===== src/logic/axis_aux_pkg.sv =====
package axis_aux_pkg;

  // geometry
  localparam int N_AXES = 8;
  localparam int ADDR_W = 8;
  localparam int DATA_W = 32;
  localparam int ENC_W = 32;
  localparam int MFI_SEL_W = 3;

  // register byte offsets
  localparam logic [ADDR_W-1:0] SERVO_CTRL_OFS = 8'h00;
  localparam logic [ADDR_W-1:0] IO_STATUS_OFS = 8'h04;
  localparam logic [ADDR_W-1:0] MFO_MODE_OFS = 8'h08;
  localparam logic [ADDR_W-1:0] MFO_LEVEL_OFS = 8'h0C;
  localparam logic [ADDR_W-1:0] PULSER_EN_OFS = 8'h10;
  localparam logic [ADDR_W-1:0] ESTOP_CMD_OFS = 8'h14;
  localparam logic [ADDR_W-1:0] GROUP_CMD_OFS = 8'h18;
  localparam logic [ADDR_W-1:0] MFI_SEL_OFS = 8'h1C;
  localparam logic [ADDR_W-1:0] IRQ_STATUS_OFS = 8'h20;
  localparam logic [ADDR_W-1:0] IRQ_MASK_OFS = 8'h24;
  // compare values sit in page CMP_PAGE, one word per axis
  localparam logic [2:0] CMP_PAGE = 3'h2;

  // field positions
  localparam int GO_DRIVE_BIT = 0;
  localparam int HALT_DRIVE_BIT = 1;
  localparam int STAT_READY_LSB = 0;
  localparam int STAT_MFI_LSB = 8;
  localparam int STAT_GO_BIT = 16;
  localparam int STAT_HALT_BIT = 17;
  localparam int IRQ_DEV_LSB = 0;
  localparam int IRQ_CMP_LSB = 8;
  localparam int IRQ_GO_BIT = 16;
  localparam int IRQ_HALT_BIT = 17;
  localparam int IRQ_W = 18;

  // reset values
  localparam logic [N_AXES-1:0] AXIS_BITS_RST = 8'h00;
  localparam logic [IRQ_W-1:0] IRQ_RST = 18'h00000;
  localparam logic [ENC_W-1:0] CMP_VAL_RST = 32'h00000000;
  localparam logic [N_AXES*MFI_SEL_W-1:0] MFI_SEL_RST = 24'h000000;

  // timing
  localparam int CLK_MHZ = 50;
  localparam int DEV_CLEAR_US = 10;
  localparam int DEV_CLEAR_CYC = DEV_CLEAR_US * CLK_MHZ;
  localparam int CMP_PULSE_NS = 1000;
  localparam int CMP_PULSE_CYC = (CMP_PULSE_NS * CLK_MHZ + 999) / 1000;
  localparam int DEV_CNT_W = 10;
  localparam int CMP_CNT_W = 7;

  // multi-function input selection
  typedef enum logic [MFI_SEL_W-1:0] {
    MFI_GENERAL = 3'b000,
    MFI_LATCH = 3'b001,
    MFI_SLOW = 3'b010,
    MFI_OVERRIDE = 3'b011,
    MFI_ZERO = 3'b100,
    MFI_EMERGENCY = 3'b101
  } mfi_func_t;

endpackage : axis_aux_pkg


===== src/logic/sync_2ff.sv =====
`timescale 1ns/1ns
module sync_2ff #(
  parameter int WIDTH = 1,
  parameter logic [WIDTH-1:0] RST_VAL = '0
) (
  // clock and reset
  input wire logic ref_clk_i,
  input wire logic rst_n_i,
  // data
  input wire logic [WIDTH-1:0] async_i,
  output logic [WIDTH-1:0] sync_o
);

  logic [WIDTH-1:0] meta_q;

  always_ff @(posedge ref_clk_i or negedge rst_n_i) begin
    if (!rst_n_i) begin
      // idle level of each pin, so no false edge follows reset
      meta_q <= RST_VAL;
      sync_o <= RST_VAL;
    end else begin
      meta_q <= async_i;
      sync_o <= meta_q;
    end
  end

endmodule : sync_2ff


===== src/logic/pulser_decoder.sv =====
`timescale 1ns/1ns
module pulser_decoder (
  // clock and reset
  input wire logic ref_clk_i,
  input wire logic rst_n_i,
  // synchronised phases
  input wire logic phase_a_i,
  input wire logic phase_b_i,
  // decoded count
  output logic step_o,
  output logic dir_o
);

  logic a_q;
  logic b_q;
  logic moved;
  logic valid;

  // one phase changed: a legal quarter step; both changed: skipped, dropped
  assign moved = (phase_a_i ^ a_q) | (phase_b_i ^ b_q);
  assign valid = moved & ~((phase_a_i ^ a_q) & (phase_b_i ^ b_q));

  always_ff @(posedge ref_clk_i or negedge rst_n_i) begin
    if (!rst_n_i) begin
      a_q <= 1'b0;
      b_q <= 1'b0;
      step_o <= 1'b0;
      dir_o <= 1'b0;
    end else begin
      a_q <= phase_a_i;
      b_q <= phase_b_i;
      step_o <= valid;
      if (valid) begin
        dir_o <= a_q ^ phase_b_i;
      end
    end
  end

endmodule : pulser_decoder


===== src/logic/axis_aux_io_logic.sv =====
// Implementation choices: the placing of the registers and the strobed register port.
`timescale 1ns/1ns
module axis_aux_io_logic
  import axis_aux_pkg::*;
(
  // clock and reset
  input wire logic ref_clk_i,
  input wire logic rst_n_i,
  // register port
  input wire logic [ADDR_W-1:0] addr_i,
  input wire logic [DATA_W-1:0] wdata_i,
  input wire logic wr_en_i,
  input wire logic rd_en_i,
  output logic [DATA_W-1:0] rdata_o,
  output logic irq_o,
  // motion core
  input wire logic [N_AXES-1:0] home_done_i,
  input wire logic [N_AXES*ENC_W-1:0] enc_count_i,
  // driver and switch pins
  input wire logic [N_AXES-1:0] end_limit_pos_i,
  input wire logic [N_AXES-1:0] end_limit_neg_i,
  input wire logic [N_AXES-1:0] alarm_i,
  input wire logic [N_AXES-1:0] driver_ready_i,
  input wire logic [N_AXES-1:0] multi_input_i,
  output logic [N_AXES-1:0] deviation_clear_o,
  output logic [N_AXES-1:0] servo_enable_o,
  output logic [N_AXES-1:0] multi_output_o,
  output logic [N_AXES-1:0] pulse_inhibit_o,
  // multi-function input results
  output logic [N_AXES-1:0] latch_capture_o,
  output logic [N_AXES-1:0] slow_down_o,
  output logic [N_AXES-1:0] target_override_o,
  output logic [N_AXES-1:0] counter_zero_o,
  output logic [N_AXES-1:0] emergency_input_o,
  // manual pulser
  input wire logic pulser_phase_a_i,
  input wire logic pulser_phase_b_i,
  output logic [N_AXES-1:0] pulser_step_o,
  output logic [N_AXES-1:0] pulser_dir_o,
  // shared start and stop lines, active low
  input wire logic group_go_n_i,
  output logic group_go_o,
  output logic group_go_oe_o,
  input wire logic group_halt_n_i,
  output logic group_halt_o,
  output logic group_halt_oe_o,
  output logic [N_AXES-1:0] group_go_axis_o,
  output logic [N_AXES-1:0] group_halt_axis_o
);

  localparam int SYNC_W = 5 * N_AXES + 4;
  localparam logic [DEV_CNT_W-1:0] DEV_LOAD = DEV_CLEAR_CYC[DEV_CNT_W-1:0];
  localparam logic [CMP_CNT_W-1:0] CMP_LOAD = CMP_PULSE_CYC[CMP_CNT_W-1:0];

  function automatic logic [N_AXES-1:0] rise(input logic [N_AXES-1:0] cur,
                                             input logic [N_AXES-1:0] prev);
    rise = cur & ~prev;
  endfunction : rise

  ////////////////////////////////////////////////////////////////////////////
  // pin synchronisers
  logic [SYNC_W-1:0] sync_raw;
  logic [SYNC_W-1:0] sync_out;
  logic [N_AXES-1:0] lim_pos_s;
  logic [N_AXES-1:0] lim_neg_s;
  logic [N_AXES-1:0] alarm_s;
  logic [N_AXES-1:0] ready_s;
  logic [N_AXES-1:0] mfi_s;
  logic pha_s;
  logic phb_s;
  logic go_n_s;
  logic halt_n_s;

  assign sync_raw = {group_halt_n_i, group_go_n_i, pulser_phase_b_i, pulser_phase_a_i,
                     multi_input_i, driver_ready_i, alarm_i, end_limit_neg_i, end_limit_pos_i};
  assign {halt_n_s, go_n_s, phb_s, pha_s, mfi_s, ready_s, alarm_s, lim_neg_s, lim_pos_s}
    = sync_out;

  sync_2ff #(
    .WIDTH(SYNC_W),
    // shared lines idle high, so reset shows them released
    .RST_VAL({2'b11, {(SYNC_W - 2){1'b0}}})
  ) u_sync (
    .ref_clk_i(ref_clk_i),
    .rst_n_i(rst_n_i),
    .async_i(sync_raw),
    .sync_o(sync_out)
  );

  ////////////////////////////////////////////////////////////////////////////
  // register port decode
  logic wr_servo;
  logic wr_mode;
  logic wr_level;
  logic wr_pen;
  logic wr_estop;
  logic wr_group;
  logic wr_sel;
  logic wr_mask;
  logic rd_stat;
  logic cmp_hit;
  logic [2:0] cmp_idx;

  assign cmp_hit = (addr_i[7:5] == CMP_PAGE) && (addr_i[1:0] == 2'h0);
  assign cmp_idx = addr_i[4:2];
  assign wr_servo = wr_en_i && (addr_i == SERVO_CTRL_OFS);
  assign wr_mode = wr_en_i && (addr_i == MFO_MODE_OFS);
  assign wr_level = wr_en_i && (addr_i == MFO_LEVEL_OFS);
  assign wr_pen = wr_en_i && (addr_i == PULSER_EN_OFS);
  assign wr_estop = wr_en_i && (addr_i == ESTOP_CMD_OFS);
  assign wr_group = wr_en_i && (addr_i == GROUP_CMD_OFS);
  assign wr_sel = wr_en_i && (addr_i == MFI_SEL_OFS);
  assign wr_mask = wr_en_i && (addr_i == IRQ_MASK_OFS);
  assign rd_stat = rd_en_i && (addr_i == IRQ_STATUS_OFS);

  ////////////////////////////////////////////////////////////////////////////
  // control registers
  logic [N_AXES-1:0] servo_q;
  logic [N_AXES-1:0] mode_q;
  logic [N_AXES-1:0] level_q;
  logic [N_AXES-1:0] pen_q;
  logic [N_AXES-1:0] estop_q;
  logic [1:0] group_q;
  logic [N_AXES*MFI_SEL_W-1:0] sel_q;
  logic [IRQ_W-1:0] mask_q;
  logic [ENC_W-1:0] cmp_val_q [N_AXES];

  always_ff @(posedge ref_clk_i or negedge rst_n_i) begin
    if (!rst_n_i) begin
      servo_q <= AXIS_BITS_RST;
      mode_q <= AXIS_BITS_RST;
      level_q <= AXIS_BITS_RST;
      pen_q <= AXIS_BITS_RST;
      group_q <= 2'h0;
      sel_q <= MFI_SEL_RST;
      mask_q <= IRQ_RST;
    end else begin
      if (wr_servo) servo_q <= wdata_i[N_AXES-1:0];
      if (wr_mode) mode_q <= wdata_i[N_AXES-1:0];
      if (wr_level) level_q <= wdata_i[N_AXES-1:0];
      if (wr_pen) pen_q <= wdata_i[N_AXES-1:0];
      if (wr_group) group_q <= wdata_i[1:0];
      if (wr_sel) sel_q <= wdata_i[N_AXES*MFI_SEL_W-1:0];
      if (wr_mask) mask_q <= wdata_i[IRQ_W-1:0];
    end
  end

  always_ff @(posedge ref_clk_i or negedge rst_n_i) begin
    if (!rst_n_i) begin
      estop_q <= AXIS_BITS_RST;
    end else begin
      estop_q <= wr_estop ? wdata_i[N_AXES-1:0] : AXIS_BITS_RST;
    end
  end

  ////////////////////////////////////////////////////////////////////////////
  // edge history
  logic [N_AXES-1:0] lim_q;
  logic [N_AXES-1:0] alarm_q;
  logic [N_AXES-1:0] mfi_q;
  logic [N_AXES-1:0] eq_q;
  logic go_q;
  logic halt_q;
  logic [N_AXES-1:0] lim_any;
  logic [N_AXES-1:0] eq;
  logic go_seen;
  logic halt_seen;

  assign go_seen = ~go_n_s;
  assign halt_seen = ~halt_n_s;
  assign lim_any = lim_pos_s | lim_neg_s;

  always_ff @(posedge ref_clk_i or negedge rst_n_i) begin
    if (!rst_n_i) begin
      lim_q <= AXIS_BITS_RST;
      alarm_q <= AXIS_BITS_RST;
      mfi_q <= AXIS_BITS_RST;
      eq_q <= AXIS_BITS_RST;
      go_q <= 1'b0;
      halt_q <= 1'b0;
    end else begin
      lim_q <= lim_any;
      alarm_q <= alarm_s;
      mfi_q <= mfi_s;
      eq_q <= eq;
      go_q <= go_seen;
      halt_q <= halt_seen;
    end
  end

  ////////////////////////////////////////////////////////////////////////////
  // per-axis deviation clear and compare output
  logic [N_AXES-1:0] dev_trig;
  logic [N_AXES-1:0] cmp_trig;

  assign dev_trig = home_done_i | rise(lim_any, lim_q) | rise(alarm_s, alarm_q) | estop_q;
  assign cmp_trig = rise(eq, eq_q) & mode_q;

  for (genvar i = 0; i < N_AXES; i++) begin : g_axis
    logic [DEV_CNT_W-1:0] dev_cnt_q;
    logic [DEV_CNT_W-1:0] dev_cnt_d;
    logic [CMP_CNT_W-1:0] cmp_cnt_q;
    logic [CMP_CNT_W-1:0] cmp_cnt_d;

    assign eq[i] = enc_count_i[i*ENC_W +: ENC_W] == cmp_val_q[i];
    assign dev_cnt_d = dev_trig[i] ? DEV_LOAD :
                       (dev_cnt_q != '0) ? dev_cnt_q - 1'b1 : dev_cnt_q;
    assign cmp_cnt_d = cmp_trig[i] ? CMP_LOAD :
                       (cmp_cnt_q != '0) ? cmp_cnt_q - 1'b1 : cmp_cnt_q;

    always_ff @(posedge ref_clk_i or negedge rst_n_i) begin
      if (!rst_n_i) begin
        cmp_val_q[i] <= CMP_VAL_RST;
      end else if (wr_en_i && cmp_hit && (cmp_idx == 3'(i))) begin
        cmp_val_q[i] <= wdata_i;
      end
    end

    always_ff @(posedge ref_clk_i or negedge rst_n_i) begin
      if (!rst_n_i) begin
        dev_cnt_q <= '0;
        deviation_clear_o[i] <= 1'b0;
      end else begin
        dev_cnt_q <= dev_cnt_d;
        deviation_clear_o[i] <= dev_cnt_d != '0;
      end
    end

    always_ff @(posedge ref_clk_i or negedge rst_n_i) begin
      if (!rst_n_i) begin
        cmp_cnt_q <= '0;
        multi_output_o[i] <= 1'b0;
      end else begin
        cmp_cnt_q <= cmp_cnt_d;
        multi_output_o[i] <= mode_q[i] ? (cmp_cnt_d != '0) : level_q[i];
      end
    end
  end

  ////////////////////////////////////////////////////////////////////////////
  // multi-function inputs
  logic [N_AXES-1:0] mfi_rise;
  logic [N_AXES-1:0] f_latch;
  logic [N_AXES-1:0] f_slow;
  logic [N_AXES-1:0] f_over;
  logic [N_AXES-1:0] f_zero;
  logic [N_AXES-1:0] f_emergency;

  assign mfi_rise = rise(mfi_s, mfi_q);

  for (genvar j = 0; j < N_AXES; j++) begin : g_mfi
    logic [MFI_SEL_W-1:0] sel;
    assign sel = sel_q[j*MFI_SEL_W +: MFI_SEL_W];
    assign f_latch[j] = (sel == MFI_LATCH) & mfi_rise[j];
    assign f_slow[j] = (sel == MFI_SLOW) & mfi_s[j];
    assign f_over[j] = (sel == MFI_OVERRIDE) & mfi_rise[j];
    assign f_zero[j] = (sel == MFI_ZERO) & mfi_rise[j];
    assign f_emergency[j] = (sel == MFI_EMERGENCY) & mfi_s[j];
  end

  always_ff @(posedge ref_clk_i or negedge rst_n_i) begin
    if (!rst_n_i) begin
      latch_capture_o <= AXIS_BITS_RST;
      slow_down_o <= AXIS_BITS_RST;
      target_override_o <= AXIS_BITS_RST;
      counter_zero_o <= AXIS_BITS_RST;
      emergency_input_o <= AXIS_BITS_RST;
    end else begin
      latch_capture_o <= f_latch;
      slow_down_o <= f_slow;
      target_override_o <= f_over;
      counter_zero_o <= f_zero;
      emergency_input_o <= f_emergency;
    end
  end

  ////////////////////////////////////////////////////////////////////////////
  // manual pulser
  logic p_step;
  logic p_dir;

  pulser_decoder u_pulser (
    .ref_clk_i(ref_clk_i),
    .rst_n_i(rst_n_i),
    .phase_a_i(pha_s),
    .phase_b_i(phb_s),
    .step_o(p_step),
    .dir_o(p_dir)
  );

  always_ff @(posedge ref_clk_i or negedge rst_n_i) begin
    if (!rst_n_i) begin
      pulser_step_o <= AXIS_BITS_RST;
      pulser_dir_o <= AXIS_BITS_RST;
    end else begin
      pulser_step_o <= {N_AXES{p_step}} & pen_q;
      pulser_dir_o <= {N_AXES{p_dir}} & pen_q;
    end
  end

  ////////////////////////////////////////////////////////////////////////////
  // pin outputs and shared lines
  always_ff @(posedge ref_clk_i or negedge rst_n_i) begin
    if (!rst_n_i) begin
      servo_enable_o <= AXIS_BITS_RST;
      pulse_inhibit_o <= AXIS_BITS_RST;
      group_go_o <= 1'b0;
      group_halt_o <= 1'b0;
      group_go_oe_o <= 1'b0;
      group_halt_oe_o <= 1'b0;
      group_go_axis_o <= AXIS_BITS_RST;
      group_halt_axis_o <= AXIS_BITS_RST;
    end else begin
      servo_enable_o <= servo_q;
      pulse_inhibit_o <= alarm_s;
      group_go_o <= 1'b0;
      group_halt_o <= 1'b0;
      group_go_oe_o <= group_q[GO_DRIVE_BIT];
      group_halt_oe_o <= group_q[HALT_DRIVE_BIT];
      group_go_axis_o <= {N_AXES{go_seen}};
      group_halt_axis_o <= {N_AXES{halt_seen}};
    end
  end

  ////////////////////////////////////////////////////////////////////////////
  // interrupt status, cleared by read, set wins
  logic [IRQ_W-1:0] irq_ev;
  logic [IRQ_W-1:0] stat_q;
  logic [IRQ_W-1:0] stat_d;

  assign irq_ev = {halt_seen & ~halt_q, go_seen & ~go_q, cmp_trig, dev_trig};
  assign stat_d = irq_ev | (rd_stat ? IRQ_RST : stat_q);

  always_ff @(posedge ref_clk_i or negedge rst_n_i) begin
    if (!rst_n_i) begin
      stat_q <= IRQ_RST;
      irq_o <= 1'b0;
    end else begin
      stat_q <= stat_d;
      irq_o <= |(stat_d & mask_q);
    end
  end

  ////////////////////////////////////////////////////////////////////////////
  // read mux
  logic [DATA_W-1:0] io_stat;
  logic [DATA_W-1:0] rd_mux;

  assign io_stat = {14'h0000, halt_seen, go_seen, mfi_s, ready_s};

  always_comb begin
    rd_mux = 32'h00000000;
    if (cmp_hit) begin
      rd_mux = cmp_val_q[cmp_idx];
    end else begin
      case (addr_i)
        SERVO_CTRL_OFS: rd_mux = {24'h000000, servo_q};
        IO_STATUS_OFS: rd_mux = io_stat;
        MFO_MODE_OFS: rd_mux = {24'h000000, mode_q};
        MFO_LEVEL_OFS: rd_mux = {24'h000000, level_q};
        PULSER_EN_OFS: rd_mux = {24'h000000, pen_q};
        GROUP_CMD_OFS: rd_mux = {30'h00000000, group_q};
        MFI_SEL_OFS: rd_mux = {8'h00, sel_q};
        IRQ_STATUS_OFS: rd_mux = {14'h0000, stat_q};
        IRQ_MASK_OFS: rd_mux = {14'h0000, mask_q};
        default: rd_mux = 32'h00000000;
      endcase
    end
  end

  always_ff @(posedge ref_clk_i or negedge rst_n_i) begin
    if (!rst_n_i) begin
      rdata_o <= 32'h00000000;
    end else begin
      rdata_o <= rd_en_i ? rd_mux : 32'h00000000;
    end
  end

endmodule : axis_aux_io_logic


===== config.mk =====
export PLATFORM = sky130hd
export DESIGN_NAME = axis_aux_io_logic
export DESIGN_NICKNAME = d
export VERILOG_FILES = /design/src/logic/axis_aux_pkg.sv /design/src/logic/sync_2ff.sv /design/src/logic/pulser_decoder.sv /design/src/logic/axis_aux_io_logic.sv
export SDC_FILE = /design/constraint.sdc
export NUM_CORES = 1
export LEC_CHECK = 0
export BUFFER_PORTS_ARGS = -buffer_cell sky130_fd_sc_hd__buf_2
export CORE_MARGIN = 4
export CORE_UTILIZATION = 54
export CTS_BUF_LIST = sky130_fd_sc_hd__clkbuf_4 sky130_fd_sc_hd__clkbuf_8
export CTS_CLUSTER_DIAMETER = 200
export DETAILED_ROUTE_END_ITERATION = 8
export GPL_TIMING_DRIVEN = 1
export PLACE_DENSITY_LB_ADDON = 0.15
export SYNTH_ARGS = -nofsm -noshare
export SYNTH_HDL_FRONTEND = slang
export SYNTH_SLANG_ARGS = --single-unit
export TNS_END_PERCENT = 10

===== constraint.sdc =====
create_clock -name ref_clk_i -period 2.4 [get_ports ref_clk_i]
set_input_delay 0.6 -clock ref_clk_i [delete_from_list [all_inputs] [get_ports ref_clk_i]]
set_output_delay 0.6 -clock ref_clk_i [all_outputs]
set_load 0.005 [all_outputs]

==> run summary, run 1 <==
outcome - finished, violations left
failing checks - negative setup slack
Initial Util - 0.5478
CP required - 3040 ps
Routability Congestion - 0.9799
layout cells sized above 1 - 0.3621
top-count cell post-synth - dfrtp_1
Leak Pwr - 20.56 nW
Seq/Total Area, Yosys - 0.5412
Final Hold Viols - 0
mean area per synthesized cell - 12.48 sq um
Skew-Pair Late Insertion Delay - 740 ps
synth warn - 0
initial antenna violation count - 24
Placed Area - 38810 sq um
FFs w/ async S/R, synth - 1.000
# rows - 91
CP max FO - 8
detailed-route wire length per cell - 26.43 microns
fin cells - 4397
clk buf depth - 3
worst r2r src - cmp_val_q[239]
P&R area growth vs syn - 23.80%
met3 Resource Use GR - 0.07785
gr busiest metal - met2
RSZ-0062 raised after global routing - true
Tot Pwr - 27.93 mW
DRT Wirelength - 116200 microns
Die X - 258.9 microns
final instance area - 42090 sq um
via density per instance - 5.917
Setup Fix Bufs, Post-CTS - 0
CTS clk-pin slew, worst paths - 60 ps
met2 usage - 0.5451
global-route wire length before repair - 169700 microns
CTS Buf Count - 118
slowest CP cell - or4_4
placed cell count - 4126
slew margin rel. - 0.5197
largest area contributor in the netlist - dfrtp_1
most common flop cell mapped by yosys - dfrtp_1
maximum VDD drop - 0.0004699 V
root buffer cell - clkbuf_8
Overall Global Routing Usage - 0.3416
Core Box Area - 62050 sq um
setup slack at placement - -819.7 ps
filler instances - 4681
Critical path origin - cmp_val_q[239]
H-Tree Depth - 3
crit-path cells - xor2_1, nor4_2, nand4_1, buf_4, or4_4, buf_6, o2111a_1, nand4_1
#FFs+latches synth - 735
Worst Hold Class - input pin to register
1st-iter DRT viols - 2335
maxcap violations - 0
hold_sp - home_done_i[3]
met1 Use GR - 0.4553
total global routing overflow - 0
Final ANT Viol Nets - 0
Vert. Die Dim - 258.9 microns
number of flops mapped to enable cells by yosys - 0
Critical Setup Path Class - register to register
Critical Path Max Stage Delay - 470 ps
I/O pins - 493
multi-input logic area - 15060 sq um
hold slack - 220.0 ps
area share of the largest cell type after synthesis - 0.5381
f_max - 407.7 MHz
vias in the first global route - 26750
Tcrit/Tclk final - 1.022
cells after synthesis - 2723
clk_skew - 41.90 ps
clk sink count - 735
PnR worst setup slack - -52.69 ps
delay-heaviest family, CP - simple AND/OR/NAND/NOR gates
Final setup viols - 2
Port-buffer cells - 490
PD cells - 663.7 nW/um^2
Slew Viols, Final - 0
CP arrival - 3100 ps
Synth area leaders - dfrtp_1, mux2_2, xor2_1
DR pass1 iterations - 5
synthesized area - 34000 sq um
Slew @ Worst Pin - 720.4 ps
most used cell, CP - nand4_1
largest net degree at the start of global routing - 83
synth cell count leaders - dfrtp_1, mux2_2, xor2_1
Fin Setup TNS - -90.69 ps
post-layout util - 0.6782
Remaining DRCs - 0
dpl hpwl - 89340 microns
Cell variety after synth - 80
CP startpoint kind - register
CTS tree - yes
CP Capture Type - register
CP Buf/Inv Count - 2
FF+latch area - 18400 sq um
full die area - 67030 sq um
crit path time final - 2453 ps
final net count - 3838
vias after detailed routing - 26020
power breakdown:
group          internal, mW  switching [mW]  total [mW]
clock network          6.62            5.10        11.7
registers              12.9           0.505        13.4
logic                  1.24            1.60        2.84
total                  20.7            7.21        27.9
worst paths after layout:
check,end,slack (ps),cells after the start
max,irq_o,-50,8
min,g_axis[3].dev_cnt_q[9],220,4
max reg2reg,irq_o,-50,8
min reg2reg,u_sync.sync_o[23],340,0
max in group asynchronous,g_axis[3].cmp_cnt_q[1],1070,3
min in group asynchronous,g_axis[1].dev_cnt_q[7],390,2
registers in the layout, indices dropped and copies added, names as in the netlist, 18 cells and up:
register,flops
cmp_val_q,256
g_axis.dev_cnt_q,80
g_axis.cmp_cnt_q,56
u_sync.meta_q,44
u_sync.sync_o,44
rdata_o,32
sel_q,24
mask_q,18
stat_q,18
cells in the final DEF (no fill, tap or decap), drive strengths merged, types with 33 or more instances in the layout:
master / n
dfrtp: 731
nor4: 88
nand4: 40
nor2: 146
nand3: 39
inv: 65
a21oi: 33
o21ai: 59
xor2: 235
mux2: 342
nor3: 60
mux2i: 33
clkbuf: 186
mux4: 64
dlygate4sd3: 45
xnor2: 113
buf: 677
nand2: 171
and2: 55
final cells by class:
cell class                 count  share of cell area
clock buffer                 186             0.05577
antenna                       11           0.0006540
multi-input combinational   1812              0.3579
sequential                   735              0.4372
inverter                      65            0.005797
tap                          837             0.02488
clock inverter                29            0.006124
timing repair buffer         722              0.1117
metal layers:
metal | share of wire | vias up
li1 | - | 11270
met1 | 0.40 | 13250
met2 | 0.47 | 1199
met3 | 0.082 | 278
met4 | 0.049 | 20
met5 | 0.0010 | -
cells by family (layout without fill, tap and decap cells):
group,after synthesis,count (layout),share of synthesized area
and+or+nand+nor,753,753,0.1194
muxes,439,439,0.1654
adders and majority gates,32,32,0.01178
buffers and inverters,177,1002,0.02249
DFF,735,735,0.5412
AOI/OAI and AO/OA,238,238,0.04994
xor gates and xnor gates,348,348,0.08966
other,1,13,0.0001103
tightest hold or removal path: cells and delay by family:
family                 cells  cell delay (ps)
AO/OA/AOI/OAI              1               90
buffers and inverters      1               80
AND/OR/NAND/NOR            2              120
timing repair:
| item | in CTS | in global routing |
|---|---|---|
| hold endpoints to repair | 73 | 0 |
| pin swaps | 8 | 7 |
| hold buffers | 45 | 0 |
| gates resized for setup | 16 | 21 |
| setup endpoints to repair | 28 | 22 |
Power figures use the tool's default switching activity.
==> run 2, diff against run 1 <==
Settings changed: ABC_AREA set to 1.
==> run 2 against run 1 <==
Compared with the run above:
- highest routed layer unchanged
- flip-flop and latch count stayed put
- the run now ends clean
- largest power group unchanged
- final area is 0.17% higher
- clock skew hardly changed
- maximum frequency is 14% higher
- setup slack better by 300 ps
- die area is 1.9% higher
- worst hold slack worse by 120 ps
- critical endpoint is now multi_output_o[2]
==> run summary, run 2 <==
clk sink count - 735
P_sw - 7.326 mW
synth warn - 0
hold_buf cts - 45
Final Hold Viols - 0
Seq/Total Area, Yosys - 0.5308
Vert. Die Dim - 261.3 microns
CP max FO - 9
largest registers - cmp_val_q x256, g_axis.dev_cnt_q x80, g_axis.cmp_cnt_q x56
placed cell count - 5435
vias after detailed routing - 30950
Worst Hold Class - input pin to register
outcome - finished, final reports clean
Slew Viols, Final - 0
CTS tree - yes
post-cts sizing count - 0
clk_skew - 41.73 ps
Core Box Area - 63310 sq um
CP startpoint kind - register
Top reg by flops - cmp_val_q
Skew-Pair Late Insertion Delay - 750 ps
#FFs+latches synth - 735
Tot Pwr - 28.30 mW
most common flop cell mapped by yosys - dfrtp_1
RSZ-0062 raised after global routing - false
Sw Ratio - 0.2589
FFs w/ async S/R, synth - 1.000
largest net degree at the start of global routing - 79
crit path time final - 2155 ps
Internal - 20.97 mW
layout cells sized above 1 - 0.1850
synth cell count leaders - nand2_1, dfrtp_1, inv_1
Port-buffer cells - 490
H-Tree Depth - 3
final net count - 5138
I/O pins - 493
Slew @ Worst Pin - 814.7 ps
DR pass1 iterations - 6
top-count cell post-synth - nand2_1
f_max - 464.0 MHz
synthesized area - 34660 sq um
1st-iter DRT viols - 3437
clock power share - 0.428
Routability Congestion - 0.9606
initial antenna violation count - 22
most frequent cells in the layout - nand2_1, dfrtp_1, inv_1, buf_2, nor2_1
Fin Setup TNS - 0 ps
# rows - 92
Cell variety after synth - 54
Final setup viols - 0
cells after synthesis - 4116
Remaining DRCs - 0
Leak Pwr - 21.36 nW
vias in the first global route - 29220
Die X - 261.3 microns
global-route wire length before repair - 174200 microns
P&R area growth vs syn - 21.64%
Setup Fix Bufs, Post-CTS - 0
mean area per synthesized cell - 8.420 sq um
max FFs per register - 256
root buffer cell - clkbuf_8
Critical Setup Path Class - register to register
clk buf depth - 3
Seq pwr share - 0.472
CTS Buf Count - 118
Overall Global Routing Usage - 0.3401
area share of the largest cell type after synthesis - 0.5278
PD cells - 671.2 nW/um^2
fin cells - 5719
CP Capture Type - register
number of flops mapped to enable cells by yosys - 0
maximum VDD drop - 0.0004270 V
Final ANT Viol Nets - 0
DRT Wirelength - 117600 microns
via density per instance - 5.412
maxcap violations - 0
Initial Util - 0.5474
CTS clk-pin slew, worst paths - 60 ps
detailed-route wire length per cell - 20.56 microns
combinational share of power - 0.100
Synth area leaders - dfrtp_1, nand2_1, inv_1
slew margin rel. - 0.4500
CP arrival - 2780 ps
full die area - 68300 sq um
largest area contributor in the netlist - dfrtp_1
dpl hpwl - 89840 microns
commonest non-fill, non-tap cell in the layout - nand2_1
CP required - 3020 ps
Tcrit/Tclk final - 0.8980
total global routing overflow - 0
run 2: cell types whose count changed after synthesis, moves of 118 or more:
cell     previous run  this run
inv_1              65       587
xor2_1            235        39
o21ai_0            56       194
nand3_1            39       157
nand2_1           171      1016
nor2_1            145       320
mux2_2            264         0
o21ai_1             3       259
run 2: logic make-up after synthesis:
group           after synthesis  synth area share
compound gates              707            0.1142
simple gates               1706            0.2084
fa+ha+maj                    32           0.01155
flops                       735            0.5308
mux                           2         0.0005776
buf+inv                     734           0.08404
xor+xnor                    199           0.05029
other cells                   1         0.0001082
run 2: path summary, 6_finish.rpt:
| kind | slack, ps | depth (start not counted) | startpoint | to |
|---|---|---|---|---|
| hold reg to reg | 330 | 0 | u_sync.meta_q[33] | u_sync.sync_o[33] |
| setup reg to reg | 240 | 10 | cmp_val_q[167] | multi_output_o[2] |
| min in group asynchronous | 360 | 2 | rst_n_i | deviation_clear_o[7] |
| setup / recovery | 240 | 10 | cmp_val_q[167] | multi_output_o[2] |
| max in group asynchronous | 1180 | 4 | rst_n_i | cmp_val_q[184] |
| hold / removal | 100 | 3 | wdata_i[16] | mask_q[16] |
run 2: per-stage QoR:
stage	hold slack [ps]	area (sq um)	worst slack (ps)	util
after floorplan	304.4	34660	360.7	-
after global placement	332.3	38940	-56.07	0.6150
after detailed placement	334.7	38940	-66.68	0.6150
after CTS	44.89	42110	296.3	0.6652
after global routing	66.57	42140	40.88	0.6656
final	96.33	42160	244.8	0.6659
run 2: cell type report:
cell class	instances	area, sq um
sequential	735	18400
timing repair buffer	655	4327
multi-input combinational	2648	13360
antenna	18	45.04
clock buffer	187	2355
inverter	596	2240
clock inverter	34	371.6
fill	5379	21150
tap	846	1059
run 2: worst max-delay path, cell delays in order (launching register included):
cell	delay, ps
dfrtp_1	440
xnor2_1	330
nand2_1	90
nor2_1	90
nand2_1	60
nor2_1	300
nand3_1	120
buf_4	220
o211ai_1	130
nor2_1	90
nor2_1	160
run 2: layer usage:
layer,global-route usage,part of all wire,up-vias
met5,0,0.00033,-
met4,0.1525,0.053,8
met3,0.08413,0.10,325
met2,0.5409,0.46,1561
met1,0.4458,0.38,14510
li1,-,-,14550
run 2: power by group through the flow:
| stage | sequential, mW | combinational (mW) | clock (mW) |
|---|---|---|---|
| floorplan | 13.4 | 1.39 | 0 |
| global placement | 13.5 | 2.70 | 0 |
| detailed placement | 13.6 | 2.74 | 0 |
| CTS | 13.3 | 2.81 | 12.3 |
| global route | 13.4 | 3.12 | 12.9 |
| finish | 13.3 | 2.83 | 12.1 |
